===== config.mk =====
export PLATFORM = sky130hd
export DESIGN_NAME = lfr_frontend_regs
export DESIGN_NICKNAME = d
export VERILOG_FILES = /design/src/rtl/lfr_pkg.sv /design/src/rtl/lfr_axil_slave.sv /design/src/rtl/lfr_frontend_regs.sv
export SDC_FILE = /design/constraint.sdc
export NUM_CORES = 1
export LEC_CHECK = 0
export BUFFER_PORTS_ARGS = -buffer_cell sky130_fd_sc_hd__clkbuf_2
export CORE_UTILIZATION = 45
export DETAILED_ROUTE_END_ITERATION = 8
export PLACE_DENSITY_LB_ADDON = 0.1
export SKIP_LAST_GASP = 1
export SYNTH_ARGS = -nofsm -noshare
export SYNTH_HDL_FRONTEND = slang
export SYNTH_HIERARCHICAL = 1
export SYNTH_SLANG_ARGS = --single-unit

===== constraint.sdc =====
create_clock -name aclk -period 1.9 [get_ports aclk]
set_input_delay 0 -clock aclk [delete_from_list [all_inputs] [get_ports aclk]]
set_output_delay 0 -clock aclk [all_outputs]
set_load 0.005 [all_outputs]

===== src/rtl/lfr_pkg.sv =====
/*
  lfr_pkg: register map, field positions and reset values of the
  low-frequency receiver front-end register bank.
  assumes: printed offsets are register indices; byte address = 4 * index.
*/
`default_nettype none
package lfr_pkg;
  localparam int unsigned ADDR_W = 12;
  // register indices
  localparam logic [7:0] IDX_CTRL = 8'h98;
  localparam logic [7:0] IDX_CFG0 = 8'h37;
  localparam logic [7:0] IDX_CFG1 = 8'h38;
  localparam logic [7:0] IDX_CFG2 = 8'haf;
  localparam logic [7:0] IDX_STAT = 8'h39;
  localparam logic [7:0] IDX_MASK = 8'h3a;
  // control register fields
  localparam int CTRL_RECAL = 7;
  localparam int CTRL_AGC_OFF = 6;
  localparam int CTRL_BBM_LO = 4;
  localparam int CTRL_TIMER_EN = 3;
  localparam int CTRL_RX_EN = 2;
  localparam int CTRL_SYNC = 1;
  localparam int CTRL_PWR = 0;
  // config 0 fields
  localparam int CFG0_CDT_LO = 4;
  localparam int CFG0_AGC_THR_LO = 2;
  localparam int CFG0_DIV_LO = 0;
  // config 1 fields
  localparam int CFG1_DECAY_LO = 6;
  localparam int CFG1_ACAL_LO = 4;
  // config 2 fields
  localparam int CFG2_ATK_LO = 0;
  // status / mask bits
  localparam int ST_DECODE_ERR = 0;
  localparam int ST_SYNC = 1;
  localparam int ST_WAKE = 2;
  localparam int ST_W = 3;
  // reset values
  localparam logic [7:0] RST_CTRL = 8'h00;
  localparam logic [7:0] RST_CFG0 = 8'h38;
  localparam logic [7:0] RST_CFG1 = 8'h00;
  localparam logic [7:0] RST_CFG2 = 8'h77;
  localparam logic [1:0] DIV_FORBIDDEN = 2'h3;
  // axi responses
  localparam logic [1:0] RESP_OKAY = 2'h0;
  localparam logic [1:0] RESP_SLVERR = 2'h2;
endpackage
`default_nettype wire


===== src/rtl/lfr_axil_slave.sv =====
/*
  lfr_axil_slave: AXI4-Lite slave front end, one write and one read
  at a time, turning bus transfers into single-cycle register strobes.
  assumes: register file answers reads combinationally on rd_addr.
*/
`default_nettype none
module lfr_axil_slave #(
  parameter int unsigned AW = lfr_pkg::ADDR_W
)(
  // clock and reset
  input wire logic aclk,
  input wire logic aresetn,
  // write channels
  input wire logic [AW-1:0] s_axi_awaddr,
  input wire logic s_axi_awvalid,
  output logic s_axi_awready,
  input wire logic [31:0] s_axi_wdata,
  input wire logic [3:0] s_axi_wstrb,
  input wire logic s_axi_wvalid,
  output logic s_axi_wready,
  output logic [1:0] s_axi_bresp,
  output logic s_axi_bvalid,
  input wire logic s_axi_bready,
  // read channels
  input wire logic [AW-1:0] s_axi_araddr,
  input wire logic s_axi_arvalid,
  output logic s_axi_arready,
  output logic [31:0] s_axi_rdata,
  output logic [1:0] s_axi_rresp,
  output logic s_axi_rvalid,
  input wire logic s_axi_rready,
  // register file side
  output logic wr_en,
  output logic [AW-1:0] wr_addr,
  output logic [7:0] wr_data,
  input wire logic wr_ok,
  output logic [AW-1:0] rd_addr,
  input wire logic [7:0] rd_data,
  input wire logic rd_ok
);
  logic aw_held_reg;
  logic w_held_reg;
  logic lane0_reg;
  logic [AW-1:0] awaddr_reg;
  logic [7:0] wdata_reg;

  assign s_axi_awready = !aw_held_reg && !s_axi_bvalid;
  assign s_axi_wready = !w_held_reg && !s_axi_bvalid;
  // only byte lane 0 carries register bits; other lanes are dropped
  assign wr_en = aw_held_reg && w_held_reg && !s_axi_bvalid && lane0_reg;
  assign wr_addr = awaddr_reg;
  assign wr_data = wdata_reg;
  assign s_axi_arready = !s_axi_rvalid;
  assign rd_addr = s_axi_araddr;

  always_ff @(posedge aclk)
  begin
    if (!aresetn)
    begin
      aw_held_reg <= 1'b0;
      awaddr_reg <= '0;
    end
    else if (s_axi_awvalid && s_axi_awready)
    begin
      aw_held_reg <= 1'b1;
      awaddr_reg <= s_axi_awaddr;
    end
    else if (aw_held_reg && w_held_reg && !s_axi_bvalid)
      aw_held_reg <= 1'b0;
  end

  always_ff @(posedge aclk)
  begin
    if (!aresetn)
    begin
      w_held_reg <= 1'b0;
      wdata_reg <= 8'h00;
      lane0_reg <= 1'b0;
    end
    else if (s_axi_wvalid && s_axi_wready)
    begin
      w_held_reg <= 1'b1;
      wdata_reg <= s_axi_wdata[7:0];
      lane0_reg <= s_axi_wstrb[0];
    end
    else if (aw_held_reg && w_held_reg && !s_axi_bvalid)
      w_held_reg <= 1'b0;
  end

  always_ff @(posedge aclk)
  begin
    if (!aresetn)
    begin
      s_axi_bvalid <= 1'b0;
      s_axi_bresp <= lfr_pkg::RESP_OKAY;
    end
    else if (aw_held_reg && w_held_reg && !s_axi_bvalid)
    begin
      s_axi_bvalid <= 1'b1;
      s_axi_bresp <= wr_ok ? lfr_pkg::RESP_OKAY : lfr_pkg::RESP_SLVERR;
    end
    else if (s_axi_bready)
      s_axi_bvalid <= 1'b0;
  end

  always_ff @(posedge aclk)
  begin
    if (!aresetn)
    begin
      s_axi_rvalid <= 1'b0;
      s_axi_rdata <= 32'h0000_0000;
      s_axi_rresp <= lfr_pkg::RESP_OKAY;
    end
    else if (s_axi_arvalid && s_axi_arready)
    begin
      s_axi_rvalid <= 1'b1;
      s_axi_rdata <= {24'h00_0000, rd_data};
      s_axi_rresp <= rd_ok ? lfr_pkg::RESP_OKAY : lfr_pkg::RESP_SLVERR;
    end
    else if (s_axi_rready)
      s_axi_rvalid <= 1'b0;
  end
endmodule
`default_nettype wire


===== src/rtl/lfr_frontend_regs.sv =====
/*
  lfr_frontend_regs: control, configuration and status registers of the
  low-frequency receiver analog front end, with sync tracking, event
  flags and one level interrupt.
  assumes: decoder and carrier inputs are synchronous one-cycle pulses
  or levels in the aclk domain; the analog side samples the settings.
  bus: AXI4-Lite, one byte-wide register in lane 0 of each word.
  reset: synchronous and active low; one edge is enough.
  limitation: a forbidden divider code is stored but never driven.
*/
// Design decision made here: the AXI4-Lite register port.
// Overview of operation
// - a sync pattern match sets the sync indicator, which stays set while valid data keeps coming.
// - an invalid coded bit clears the sync indicator and sets the decode error flag.
// - the front-end power indicator reads 1 while the front end is powered and 0 while off.
// - the carrier threshold sits in bits 7:4 of config 0, 0000 lowest to 1111 highest, reset 3.
// - divider select bits 1:0 pick factor 1, 6,8 or 22; code 11 is forbidden; reset 0.
// - the AGC threshold is derived from both the AGC threshold and carrier threshold fields.
// - attack time follows the 3-bit field of config 2, decay rate bits 7:6 of config 1.
// - carrier above threshold may wake the device; raw carrier and data go to the baseband.
// - AGC is off while the gain-control-off bit is set and runs while it is clear.
// - gain-control-off is bit 6 of the control register, 0 enables AGC, reset 0.
`default_nettype none
module lfr_frontend_regs #(
  parameter int unsigned AW = lfr_pkg::ADDR_W
)(
  // clock and reset
  input wire logic aclk,
  input wire logic aresetn,
  // axi4-lite write channels
  input wire logic [AW-1:0] s_axi_awaddr,
  input wire logic s_axi_awvalid,
  output logic s_axi_awready,
  input wire logic [31:0] s_axi_wdata,
  input wire logic [3:0] s_axi_wstrb,
  input wire logic s_axi_wvalid,
  output logic s_axi_wready,
  output logic [1:0] s_axi_bresp,
  output logic s_axi_bvalid,
  input wire logic s_axi_bready,
  // axi4-lite read channels
  input wire logic [AW-1:0] s_axi_araddr,
  input wire logic s_axi_arvalid,
  output logic s_axi_arready,
  output logic [31:0] s_axi_rdata,
  output logic [1:0] s_axi_rresp,
  output logic s_axi_rvalid,
  input wire logic s_axi_rready,
  // analog front end and decoder
  input wire logic timer_on,
  input wire logic carrier_detect_raw,
  input wire logic demod_raw_out,
  input wire logic sync_match,
  input wire logic manchester_valid,
  input wire logic manchester_invalid,
  // settings to the analog side
  output logic frontend_power_en,
  output logic agc_enable,
  output logic [5:0] agc_threshold_code,
  output logic [2:0] agc_attack_sel,
  output logic [1:0] agc_decay_sel,
  output logic [1:0] autocal_time_sel,
  output logic [3:0] carrier_threshold_level,
  output logic [1:0] input_divider_sel,
  output logic [1:0] baseband_mode,
  output logic recal_start,
  // to baseband and wakeup logic
  output logic bb_carrier_detect,
  output logic bb_demod_data,
  output logic carrier_wakeup,
  output logic irq
);
  localparam logic [AW-1:0] A_CTRL = AW'({lfr_pkg::IDX_CTRL, 2'b00});
  localparam logic [AW-1:0] A_CFG0 = AW'({lfr_pkg::IDX_CFG0, 2'b00});
  localparam logic [AW-1:0] A_CFG1 = AW'({lfr_pkg::IDX_CFG1, 2'b00});
  localparam logic [AW-1:0] A_CFG2 = AW'({lfr_pkg::IDX_CFG2, 2'b00});
  localparam logic [AW-1:0] A_STAT = AW'({lfr_pkg::IDX_STAT, 2'b00});
  localparam logic [AW-1:0] A_MASK = AW'({lfr_pkg::IDX_MASK, 2'b00});

  logic wr_en;
  logic [AW-1:0] wr_addr;
  logic [7:0] wr_data;
  logic wr_ok;
  logic [AW-1:0] rd_addr;
  logic [7:0] rd_data;
  logic rd_ok;

  logic [7:0] ctrl_reg;
  logic [7:0] cfg0_reg;
  logic [7:0] cfg1_reg;
  logic [7:0] cfg2_reg;
  logic [lfr_pkg::ST_W-1:0] status_reg;
  logic [lfr_pkg::ST_W-1:0] status_next;
  logic [lfr_pkg::ST_W-1:0] mask_reg;
  logic [lfr_pkg::ST_W-1:0] events;
  logic sync_reg;
  logic [1:0] div_reg;
  logic wake_seen_reg;

  lfr_axil_slave #(.AW(AW)) u_bus (
    .aclk(aclk),
    .aresetn(aresetn),
    .s_axi_awaddr(s_axi_awaddr),
    .s_axi_awvalid(s_axi_awvalid),
    .s_axi_awready(s_axi_awready),
    .s_axi_wdata(s_axi_wdata),
    .s_axi_wstrb(s_axi_wstrb),
    .s_axi_wvalid(s_axi_wvalid),
    .s_axi_wready(s_axi_wready),
    .s_axi_bresp(s_axi_bresp),
    .s_axi_bvalid(s_axi_bvalid),
    .s_axi_bready(s_axi_bready),
    .s_axi_araddr(s_axi_araddr),
    .s_axi_arvalid(s_axi_arvalid),
    .s_axi_arready(s_axi_arready),
    .s_axi_rdata(s_axi_rdata),
    .s_axi_rresp(s_axi_rresp),
    .s_axi_rvalid(s_axi_rvalid),
    .s_axi_rready(s_axi_rready),
    .wr_en(wr_en),
    .wr_addr(wr_addr),
    .wr_data(wr_data),
    .wr_ok(wr_ok),
    .rd_addr(rd_addr),
    .rd_data(rd_data),
    .rd_ok(rd_ok)
  );

  function automatic logic mapped(input logic [AW-1:0] a);
    mapped = (a == A_CTRL) || (a == A_CFG0) || (a == A_CFG1) ||
             (a == A_CFG2) || (a == A_STAT) || (a == A_MASK);
  endfunction

  // unmapped words answer with an error response, never silence
  assign wr_ok = mapped(wr_addr);
  assign rd_ok = mapped(rd_addr);

  // power follows rx enable; with the timer enabled the timer gates it
  assign frontend_power_en = ctrl_reg[lfr_pkg::CTRL_RX_EN] &&
    (!ctrl_reg[lfr_pkg::CTRL_TIMER_EN] || timer_on);

  // read mux; unmapped words read as zero
  always_comb
  begin
    rd_data = 8'h00;
    if (rd_addr == A_CTRL)
      rd_data = {1'b0, ctrl_reg[6:2], sync_reg,
                 frontend_power_en};
    else if (rd_addr == A_CFG0)
      rd_data = cfg0_reg;
    else if (rd_addr == A_CFG1)
      rd_data = cfg1_reg;
    else if (rd_addr == A_CFG2)
      rd_data = cfg2_reg;
    else if (rd_addr == A_STAT)
      rd_data = 8'(status_reg);
    else if (rd_addr == A_MASK)
      rd_data = 8'(mask_reg);
  end

  // control register; the recal bit self-clears after one cycle
  // bits 1:0 are live views of sync and power, so writes skip them
  always_ff @(posedge aclk)
  begin
    if (!aresetn)
      ctrl_reg <= lfr_pkg::RST_CTRL;
    else
    begin
      if (wr_en && wr_addr == A_CTRL)
        ctrl_reg <= {wr_data[7:2], 2'b00};
      else
        ctrl_reg[lfr_pkg::CTRL_RECAL] <= 1'b0;
      // a sync wakeup hands power control back to rx enable alone
      if (sync_match)
        ctrl_reg[lfr_pkg::CTRL_TIMER_EN] <= 1'b0;
    end
  end

  always_ff @(posedge aclk)
  begin
    if (!aresetn)
      cfg0_reg <= lfr_pkg::RST_CFG0;
    else if (wr_en && wr_addr == A_CFG0)
      cfg0_reg <= wr_data;
  end

  always_ff @(posedge aclk)
  begin
    if (!aresetn)
      cfg1_reg <= lfr_pkg::RST_CFG1;
    else if (wr_en && wr_addr == A_CFG1)
      cfg1_reg <= wr_data;
  end

  always_ff @(posedge aclk)
  begin
    if (!aresetn)
      cfg2_reg <= lfr_pkg::RST_CFG2;
    else if (wr_en && wr_addr == A_CFG2)
      cfg2_reg <= wr_data;
  end

  // forbidden divider code keeps the last legal setting on the pins
  always_ff @(posedge aclk)
  begin
    if (!aresetn)
      div_reg <= lfr_pkg::RST_CFG0[lfr_pkg::CFG0_DIV_LO +: 2];
    else if (wr_en && wr_addr == A_CFG0 &&
             wr_data[lfr_pkg::CFG0_DIV_LO +: 2] != lfr_pkg::DIV_FORBIDDEN)
      div_reg <= wr_data[lfr_pkg::CFG0_DIV_LO +: 2];
  end

  // sync: invalid bit or power loss drops it; match wins otherwise
  always_ff @(posedge aclk)
  begin
    if (!aresetn)
      sync_reg <= 1'b0;
    else if (manchester_invalid || !frontend_power_en)
      sync_reg <= 1'b0;
    else if (sync_match)
      sync_reg <= 1'b1;
    else if (sync_reg && manchester_valid)
      sync_reg <= 1'b1;
  end

  // one wakeup event per rising carrier, not one per cycle
  // a steady carrier would otherwise refill the flag after every clear
  always_ff @(posedge aclk)
  begin
    if (!aresetn)
      wake_seen_reg <= 1'b0;
    else
      wake_seen_reg <= carrier_wakeup;
  end

  // events of this cycle, each a one-cycle strobe
  always_comb
  begin
    events = '0;
    events[lfr_pkg::ST_DECODE_ERR] = manchester_invalid;
    events[lfr_pkg::ST_SYNC] = sync_match && frontend_power_en;
    events[lfr_pkg::ST_WAKE] = carrier_wakeup && !wake_seen_reg;
    status_next = status_reg;
    if (wr_en && wr_addr == A_STAT)
      status_next = status_reg & ~wr_data[lfr_pkg::ST_W-1:0];
    // a new event beats a write-one-to-clear in the same cycle
    status_next = status_next | events;
  end

  // write-one-to-clear; a zero bit leaves its pending flag alone
  always_ff @(posedge aclk)
  begin
    if (!aresetn)
      status_reg <= '0;
    else
      status_reg <= status_next;
  end

  // mask shares the status layout bit for bit
  always_ff @(posedge aclk)
  begin
    if (!aresetn)
      mask_reg <= '0;
    else if (wr_en && wr_addr == A_MASK)
      mask_reg <= wr_data[lfr_pkg::ST_W-1:0];
  end

  // level output: high until software clears or masks every set bit
  assign irq = |(status_reg & mask_reg);

  // settings to the analog side, all from flip-flops
  assign agc_enable = !ctrl_reg[lfr_pkg::CTRL_AGC_OFF];
  // both fields together set the gain threshold; neither alone suffices
  assign agc_threshold_code = {cfg0_reg[lfr_pkg::CFG0_CDT_LO +: 4],
    cfg0_reg[lfr_pkg::CFG0_AGC_THR_LO +: 2]};
  assign agc_attack_sel = cfg2_reg[lfr_pkg::CFG2_ATK_LO +: 3];
  assign agc_decay_sel = cfg1_reg[lfr_pkg::CFG1_DECAY_LO +: 2];
  assign autocal_time_sel = cfg1_reg[lfr_pkg::CFG1_ACAL_LO +: 2];
  assign carrier_threshold_level =
    cfg0_reg[lfr_pkg::CFG0_CDT_LO +: 4];
  assign input_divider_sel = div_reg;
  assign baseband_mode = ctrl_reg[lfr_pkg::CTRL_BBM_LO +: 2];
  assign recal_start = ctrl_reg[lfr_pkg::CTRL_RECAL];

  // raw carrier and data registered once on the way to the baseband
  // the extra flop keeps the baseband off the raw input timing
  always_ff @(posedge aclk)
  begin
    if (!aresetn)
    begin
      bb_carrier_detect <= 1'b0;
      bb_demod_data <= 1'b0;
    end
    else
    begin
      bb_carrier_detect <= carrier_detect_raw;
      bb_demod_data <= demod_raw_out;
    end
  end

  assign carrier_wakeup = frontend_power_en && bb_carrier_detect;
endmodule
`default_nettype wire


==> impl_metrics.yaml, run 1 <==
critical_path:
  r2r_cells: 6
  worstReg2RegStart: "u_bus/s_axi_bvalid$_SDFFE_PN0P_"
  r2r-end: "status_reg[0]$_SDFF_PN0_"
  worstPathRequired_ns: 2.16
  crit_type: "register to register"
  crit_start: "u_bus/s_axi_bvalid$_SDFFE_PN0P_"
  startpoint_type: "register"
  r2r_setup_slack_ns: 0.06
  critical_path_arrival_ns: 2.10
  crit_end: "status_reg[0]$_SDFF_PN0_"
  cp-end-kind: "register"
  cp_max_fo: 4
final_layout:
  n_fill_cell: 834
  layout_common_cells: "87 x clkbuf_2, 73 x dfxtp_1, 61 x nand2_1"
  final_util: 0.567
  layout_commonest_cell: "clkbuf_2"
  layout.cells.non_filler: 673
  synthToLayoutAreaGrowth_pct: 22.2
  regArea_um2: 1550
  nets: 633
  num_antenna_cells: 0
  drive_gt1_frac: 0.280
  multi_input_area_um2: 2030
  largest_register_ffs: 12
power_and_ir_drop:
  p_leak_nw: 2.06
  ir_drop_v: 0.000421
  p_per_area_nw_per_um2: 699
  fin_total_pwr_mw: 3.46
clock_network:
  cts_tree: "yes"
  cts_buffers: 9
  ctsHtreeMaxLevel: 3
  clk_path_buf_depth: 2
  root_buffer: "clkbuf_8"
  cts.sinks: 77
  cts.clk_slew.worst_paths_ns: 0.08
  clk_latency_ns: 0.35
global_routing:
  antenna_found_initial: 0
  grt_max_degree: 64
  grtUsageTotal: 0.201
  grt_pass1_vias: 3189
  grt_pass1_wl_um: 15200
  grt_remaining_overflow: 0
placement:
  dp_cells: 625
  post-dp-hpwl_um: 6570
  globalplace.congestion: 0.837
  port_buffers: 87
route:
  drc: 0
  viasPerCell: 5.00
  vias: 3365
  dr.pass1.iters: 4
  wl_um: 9130
  drtIter0Drc: 122
  postRouteAntennaNets: 0
  wire_per_inst_um: 13.6
synthesis:
  synth_top_area_cell: "dfxtp_1"
  synth_cells: 455
  synth_top_family_by_area: "simple AND/OR/NAND/NOR gates"
  synth_compound_area_frac: 0.119
  synth-xor-area-share: 0
  yosys_register_bits: 77
  ys_seq_area_frac: 0.381
  synthMuxAreaShare: 0.0791
  ys_types: 56
  ys_top_cells_by_area: "dfxtp_1 38%, buf_4 11%, mux2i_1 7.9%"
  synth_area_per_cell_um2: 8.90
  synthAdderAreaFrac: 0
  ys.warnings.count: 6
  syn_area_um2: 4050
  synth_top_area_share: 0.381
  yosys.area_share.simple: 0.275
die:
  die_w_um: 96.8
  io_pins: 142
  chipHeight_um: 96.8
  coreArea_um2: 8720
  rows: 34
  initial_core_util: 0.464
  die_area_um2: 9380
sta:
  hold_violations: 0
  final_max_slew_viol_count: 0
  fin_crit_ns: 1.84
  setup_viol: 0
  fmax_mhz: 542
  grt_setup_unrepaired: "yes"
  maxSlewHeadroom: 0.597
  timing.final.crit_share: 0.971
  worst_pin_slew_ns: 0.603
  clock_skew_ns: 0.00927
  whs_ns: 0.0526
hold_path:
  hold_class: "primary input to register"
flow_run:
  drv_cap: 0
run_status:
  outcome: "completed"
[kinds of logic after synthesis]
group,count (synthesis)
AND/OR/NAND/NOR,187
multiplexers,32
flip-flops,77
buffers and inverters,88
AO/OA/AOI/OAI,70
other,1
[worst max-delay path: stages, from the launching register on]
cell      delay [ns]
dfxtp_2         0.32
and3b_1         0.22
and2_4          0.16
nand3b_1        0.19
or4_4           0.51
o21a_1          0.19
o21a_1          0.15
[worst min path at each step]
stage                            start                  endpoint  slack, ns  depth (start not counted)
detailed placement  manchester_invalid     sync_reg$_SDFFE_PP0P_       0.20                          2
global placement    manchester_invalid     sync_reg$_SDFFE_PP0P_       0.20                          2
CTS                            aresetn  cfg0_reg[5]$_SDFFE_PN1P_       0.04                          3
floorplan           manchester_invalid     sync_reg$_SDFFE_PP0P_       0.08                          1
global route                   aresetn  cfg2_reg[0]$_SDFFE_PN1P_       0.05                          3
finish                         aresetn  cfg2_reg[0]$_SDFFE_PN1P_       0.05                          3
[power by group]
| group | switching (mW) | internal, mW |
|---|---|---|
| sequential | 0.0526 | 1.66 |
| combinational | 0.191 | 0.197 |
| clock | 0.615 | 0.740 |
[timing repair]
item                                    4_1_cts  5_1_grt
endpoints found under the setup margin        0        7
resized for setup                             0        5
buffers inserted                              0        3
hold endpoints to repair                     29        0
hold buffers                                 29        0
[routing by layer]
metal | vias up | track usage | wire length, um | part of all wire
li1 | 1720 | - | - | -
met1 | 1540 | 0.272 | 4460 | 0.49
met2 | 95 | 0.316 | 4140 | 0.45
met3 | 10 | 0.0484 | 410 | 0.045
met4 | 0 | 0.0620 | 116 | 0.013
met5 | - | 0 | 0 | 0
[cells in the mapped netlist (all sizes together)]
cell,instances
a21oi,4
a32o,1
nor2b,28
a21boi,11
and4b,1
or4bb,1
nor3,7
nor4bb,2
o21a,3
and3,2
o21ai,25
nand4,2
o211a,3
clkbuf,11
and2,4
buf,68
o31ai,3
nand3b,11
or2,2
mux2i,32
o21bai,1
inv,9
a2111oi,2
or3b,2
conb,1
a221oi,3
dfxtp,77
and3b,2
nand2b,4
and4,5
nand2,61
o211ai,3
a222oi,1
or4b,1
nor3b,5
o21ba,1
nor4,6
nor2,9
nand3,22
a311oi,2
or3,3
a22oi,7
nand4b,2
or4,5
[per-stage QoR]
stage	setup WS (ns)	TNS, ns	cell area [um2]
floorplan	-0.103	-0.863	4150
global placement	0.0862	0	4410
detailed placement	0.0545	0	4410
CTS	0.0504	0	4910
global route	-0.0103	-0.0298	4950
finish	0.0556	0	4950
[final cells by class]
type	instances	share of cell area
Sequential cell	77	0.313
Tap cell	108	0.0273
Multi-Input combinational cell	315	0.409
Inverter	9	0.00683
Timing Repair Buffer	148	0.200
Clock buffer	10	0.0258
Clock inverter	6	0.0177
Note: power is estimated with default switching activity, not from simulation.
==> inputs of run 2 (changes only) <==
SYNTH_HIERARCHICAL = unset   (was 1)
==> impl_metrics.yaml, run 2 <==
placement:
  dp_slack_ns: 0.0548
  port_buffers: 87
  placed_cell_area_um2: 4330
  dp_cells: 649
  globalplace.congestion: 0.865
  post-dp-hpwl_um: 7490
critical_path:
  crit_type: "register to register"
  critical_path_arrival_ns: 2.10
  cp_slowest_stage_delay_ns: 0.60
  worstPathRequired_ns: 2.14
  r2r-end: "ctrl_reg[5]$_SDFFE_PN0N_"
  cp-end-kind: "register"
  worstReg2RegStart: "u_bus.wr_addr[3]$_SDFFE_PN0P_"
  cp_cell_sequence: "or4_4 -> or4_4 -> o21ai_0 -> a21oi_1"
  cp_common_cell: "or4_4"
  startpoint_type: "register"
  path_buf_inv: 0
  r2r_setup_slack_ns: 0.04
  cp_max_fo: 5
  cp_top_family: "simple AND/OR/NAND/NOR gates"
  r2r_cells: 4
  crit_slowest_cell: "or4_4"
clock_network:
  cts_buffers: 9
  ctsHtreeMaxLevel: 3
  cts.clk_slew.worst_paths_ns: 0.08
  root_buffer: "clkbuf_8"
  clk_latency_ns: 0.36
  clk_path_buf_depth: 2
  cts.sinks: 77
  cts_tree: "yes"
  cts_setup_buffers: 0
sta:
  timing.final.crit_share: 0.980
  fmax_mhz: 537
  maxSlewHeadroom: 0.631
  final_max_slew_viol_count: 0
  final.setup.worst_slack_ns: 0.0377
  setup_viol: 0
  worst_pin_slew_ns: 0.553
  grt_setup_unrepaired: "no"
  hold_violations: 0
  fin_crit_ns: 1.86
  clock_skew_ns: 0.0151
route:
  dr.pass1.iters: 5
  wl_um: 10100
  wire_per_inst_um: 14.6
  postRouteAntennaNets: 0
  drtIter0Drc: 228
  vias: 3739
  drc: 0
  viasPerCell: 5.40
synthesis:
  synth_top_area_share: 0.390
  yosysMostFrequentCell: "dfxtp_1"
  synth_top_family_by_area: "simple AND/OR/NAND/NOR gates"
  synth.top_cells.by_count: "77 x dfxtp_1, 64 x nand2_1, 47 x a21oi_1"
  synthAdderAreaFrac: 0
  async_flop_share: 0
  ys_top_cells_by_area: "dfxtp_1 39%, buf_4 8.6%, nand2_1 6.1%"
  synth_cells: 485
  yosys_most_used_dff: "dfxtp_1"
  synth_edf_count: 0
  ys_types: 50
  synth_area_per_cell_um2: 8.14
  yosys_register_bits: 77
  ys_seq_area_frac: 0.390
  synth_top_area_cell: "dfxtp_1"
  ys.warnings.count: 0
  synth_compound_area_frac: 0.188
  yosys.area_share.simple: 0.274
  syn_area_um2: 3950
  synthMuxAreaShare: 0.0203
  synth-xor-area-share: 0
power_and_ir_drop:
  fin_total_pwr_mw: 3.33
  p_leak_nw: 1.86
  p_int_mw: 2.44
  ir_drop_v: 0.000373
  switching_share: 0.266
  pwr-share-comb: 0.122
  p_clk_frac: 0.365
  p_per_area_nw_per_um2: 693
  p_sw_uw: 884
  seqPwrFrac: 0.514
global_routing:
  grt_max_degree: 42
  grtUsageTotal: 0.232
  grt_pass1_wl_um: 16000
  grt_pass1_vias: 3278
  grt_remaining_overflow: 0
  antenna_found_initial: 0
die:
  initial_core_util: 0.473
  chipHeight_um: 95.7
  die_area_um2: 9150
  io_pins: 142
  rows: 33
  coreArea_um2: 8340
  die_w_um: 95.7
final_layout:
  drive_gt1_frac: 0.235
  synthToLayoutAreaGrowth_pct: 21.5
  layout_common_cells: "87 x clkbuf_2, 77 x dfxtp_1, 64 x nand2_1"
  largest_register_ffs: 12
  final_util: 0.575
  layout_commonest_cell: "clkbuf_2"
  fin_area_um2: 4800
  layout.cells.non_filler: 692
  nets: 655
  num_antenna_cells: 0
hold_path:
  hold_path_depth: 5
  min_to: "u_bus.s_axi_rdata[2]$_SDFFE_PN0P_"
  hold_class: "primary input to register"
  worstHoldStart: "s_axi_araddr[7]"
run_status:
  outcome: "completed"
flow_run:
  drv_cap: 0
-- run 2: cell types whose count changed after synthesis, sizes merged, moves of 12 or more --
| cell | delta |
|---|---|
| clkbuf | +12 |
| buf | -17 |
| mux2i | -24 |
| nor2b | -24 |
| a21oi | +43 |
| a211oi | +14 |
| o21ai | +17 |
-- run 2: cell families (layout without fill, tap and decap cells) --
kind of cell | after synthesis | count (layout)
mux | 8 | 8
other cells | 1 | 26
simple gates | 188 | 188
compound gates | 127 | 127
flops | 77 | 77
buf+inv | 84 | 161
-- run 2: worst max-delay path by stage --
stage / slack (ns) / cells past startpoint / endpoint / startpoint
4_1_cts: 0.06 / 4 / ctrl_reg[3]$_SDFFE_PP0N_ / u_bus.wr_addr[3]$_SDFFE_PN0P_
3_3_place_gp: 0.10 / 4 / ctrl_reg[6]$_SDFFE_PN0N_ / u_bus.wr_addr[3]$_SDFFE_PN0P_
6_report: 0.04 / 4 / ctrl_reg[5]$_SDFFE_PN0N_ / u_bus.wr_addr[3]$_SDFFE_PN0P_
5_1_grt: 0.0006 / 4 / ctrl_reg[3]$_SDFFE_PP0N_ / u_bus.wr_addr[3]$_SDFFE_PN0P_
3_5_place_dp: 0.05 / 4 / ctrl_reg[3]$_SDFFE_PP0N_ / u_bus.wr_addr[3]$_SDFFE_PN0P_
2_1_floorplan: -0.01 / 6 / cfg1_reg[0]$_SDFFE_PN0P_ / u_bus.wr_addr[11]$_SDFFE_PN0P_
-- run 2: cell type report --
class                   count  area (um2)
repair buffers            135         888
clock buffers              10         128
flip-flops and latches     77        1540
clock inverters             6        63.8
inverters                  10        37.5
multi-input cells         349        2010
well taps                 105         131
fillers                   809        3540
-- run 2: metrics by stage --
step           hold WS, ns  TNS [ns]
2_1_floorplan       0.0785   -0.0842
3_3_place_gp         0.205         0
3_5_place_dp         0.209         0
4_1_cts            0.00715         0
5_1_grt             0.0432         0
6_report            0.0260         0
-- run 2: worst min-delay path, delay by kind of cell --
kind            cells  cell delay (ns)
compound gates      2             0.13
simple gates        2             0.11
buf+inv             1             0.09
-- run 2: repair_timing --
action | 4_1_cts | 5_1_grt
setup endpoints to repair | 0 | 5
resized for setup | 0 | 5
hold buffers | 27 | 0
endpoints found under the hold margin | 29 | 0
-- run 2: power groups by stage --
stage / combinational [mW] / sequential, mW / clock (mW)
4_1_cts: 0.404 / 1.71 / 1.25
2_1_floorplan: 0.268 / 1.73 / 0
3_5_place_dp: 0.361 / 1.75 / 0
6_report: 0.404 / 1.71 / 1.21
3_3_place_gp: 0.353 / 1.75 / 0
5_1_grt: 0.456 / 1.72 / 1.32
-- run 2: routing by layer --
layer	global-route usage	routed length (um)	share of wire	vias up
met5	0	0	0	-
li1	-	-	-	1871
met3	0.0455	566	0.056	9
met1	0.310	4810	0.48	1732
met4	0.0721	123	0.012	0
met2	0.374	4620	0.46	127
==> inputs of run 3 (changes only) <==
CORE_MARGIN = 4   (was unset)
REMOVE_ABC_BUFFERS = 1   (was unset)
clock period = 2 ns   (was 1.9 ns; I/O delays follow)
==> impl_metrics.yaml, run 3 (same netlist as run 2, synthesis figures left out) <==
run_status:
  outcome: "completed"
die:
  die_w_um: 102
  io_pins: 142
  rows: 33
  initial_core_util: 0.471
  coreArea_um2: 8380
  chipHeight_um: 102
  die_area_um2: 10300
critical_path:
  r2r-end: "ctrl_reg[4]$_SDFFE_PN0N_"
  r2r_cells: 4
  worstPathRequired_ns: 2.22
  critical_path_arrival_ns: 2.10
  cp_slowest_stage_delay_ns: 0.61
  crit_cells: 4
  path_buf_inv: 0
  cp_cell_sequence: "or4_4 -> or4_1 -> o21ai_0 -> a21oi_1"
  r2r_setup_slack_ns: 0.12
  startpoint_type: "register"
  cp-end-kind: "register"
  crit_slowest_cell: "or4_1"
  cp_top_family: "simple AND/OR/NAND/NOR gates"
  cp_max_fo: 6
  crit_type: "register to register"
  worstReg2RegStart: "u_bus.wr_addr[2]$_SDFFE_PN0P_"
flow_run:
  drv_cap: 0
power_and_ir_drop:
  p_per_area_nw_per_um2: 717
  p_leak_nw: 1.87
  ir_drop_v: 0.000310
route:
  viasPerCell: 5.41
  dr.pass1.iters: 5
  drtIter0Drc: 174
  met3_length_um: 743
  met2_length_um: 4900
  postRouteAntennaNets: 0
  top_layer: "met4"
  wire_per_inst_um: 15.5
  drc: 0
  met1_length_um: 4850
  wl_um: 10700
  vias: 3732
clock_network:
  root_buffer: "clkbuf_8"
  cts_tree: "yes"
  ctsHtreeMaxLevel: 3
  clk_latency_ns: 0.35
  clk_path_buf_depth: 2
  cts.sinks: 77
  cts.clk_slew.worst_paths_ns: 0.08
  cts_buffers: 9
hold_path:
  worstHoldStart: "s_axi_araddr[7]"
  min_to: "u_bus.s_axi_rdata[1]$_SDFFE_PN0P_"
  hold_class: "primary input to register"
  hold_path_depth: 5
sta:
  maxSlewHeadroom: 0.597
  fin_tns_setup_ns: 0
  worst_pin_slew_ns: 0.604
  clock_skew_ns: 0.0120
  fin_crit_ns: 1.88
  final_max_slew_viol_count: 0
  timing.final.crit_share: 0.941
  final.setup.worst_slack_ns: 0.119
  hold_violations: 0
  setup_viol: 0
  fmax_mhz: 532
  grt_setup_unrepaired: "no"
placement:
  globalplace.congestion: 0.865
  dp_slack_ns: 0.118
  post-dp-hpwl_um: 7760
  port_buffers: 87
global_routing:
  grt_pass1_wl_um: 17200
  grt_max_degree: 34
  grtUsageTotal: 0.210
  antenna_found_initial: 0
  grt_pass1_vias: 3426
  grt_remaining_overflow: 0
final_layout:
  largest_register_ffs: 12
  nets: 653
  synthToLayoutAreaGrowth_pct: 22.2
  layout_common_cells: "87 x clkbuf_2, 77 x dfxtp_1, 64 x nand2_1"
  num_antenna_cells: 0
  drive_gt1_frac: 0.232
  layout_commonest_cell: "clkbuf_2"
[run 3: changes by cell type in the layout (fill, tap and decap cells not counted), sizes merged]
cell,before,now
clkinv,3,1
bufinv,1,3
buf,21,19
[run 3: worst max path at each step]
stage,slack (ns),end,from
after floorplan,0.07,ctrl_reg[3]$_SDFFE_PP0N_,u_bus.wr_addr[0]$_SDFFE_PN0P_
after global placement,0.17,ctrl_reg[3]$_SDFFE_PP0N_,u_bus.wr_addr[2]$_SDFFE_PN0P_
after detailed placement,0.12,input_divider_sel[1]$_SDFFE_PN0P_,u_bus.aw_held_reg$_SDFFE_PN0P_
after CTS,0.10,input_divider_sel[1]$_SDFFE_PN0P_,u_bus.aw_held_reg$_SDFFE_PN0P_
after global routing,0.01,ctrl_reg[2]$_SDFFE_PN0N_,u_bus.wr_addr[2]$_SDFFE_PN0P_
final,0.12,ctrl_reg[4]$_SDFFE_PN0N_,u_bus.wr_addr[2]$_SDFFE_PN0P_
[run 3: per-layer routing]
metal / vias to the layer above / GRT usage
li1: 1865 / -
met4: 0 / 0.0603
met5: - / 0
met1: 1721 / 0.273
met3: 15 / 0.0482
met2: 131 / 0.349
[run 3: timing repair]
| action | in CTS | in global routing |
|---|---|---|
| buffers inserted | 0 | 3 |
| resized for setup | 0 | 1 |
| hold buffers | 27 | 0 |
| endpoints found under the hold margin | 29 | 0 |
| setup endpoints to repair | 0 | 15 |
[run 3: worst register-to-register path, stage by stage, from the launching register on]
cell and delay [ns]:
dfxtp_1 0.36, or4_4 0.50, or4_1 0.61, o21ai_0 0.20, a21oi_1 0.08
[run 3: final cells by class]
| cell class | count | area (um2) |
|---|---|---|
| timing repair buffer | 133 | 861 |
| inverter | 10 | 37.5 |
| clock buffer | 10 | 138 |
| tap | 105 | 131 |
| multi-input combinational | 349 | 2010 |
| clock inverter | 6 | 110 |
| fill | 793 | 3560 |
| sequential | 77 | 1540 |
[run 3: per-stage QoR]
stage	hold slack (ns)	std cells	power [mW]	utilization	area, um2
finish	0.0492	690	3.46	0.576	4830
global route	0.0704	690	3.59	0.576	4830
CTS	0.0293	687	3.48	0.572	4800
detailed placement	0.214	644	2.00	0.511	4280
global placement	0.207	644	1.99	0.511	4280
floorplan	0.0718	436	1.83	-	3580
[run 3: where the power goes]
group          internal, mW  switching [mW]
clock                 0.861           0.592
combinational         0.167           0.207
sequential             1.58          0.0527
total                  2.61           0.851
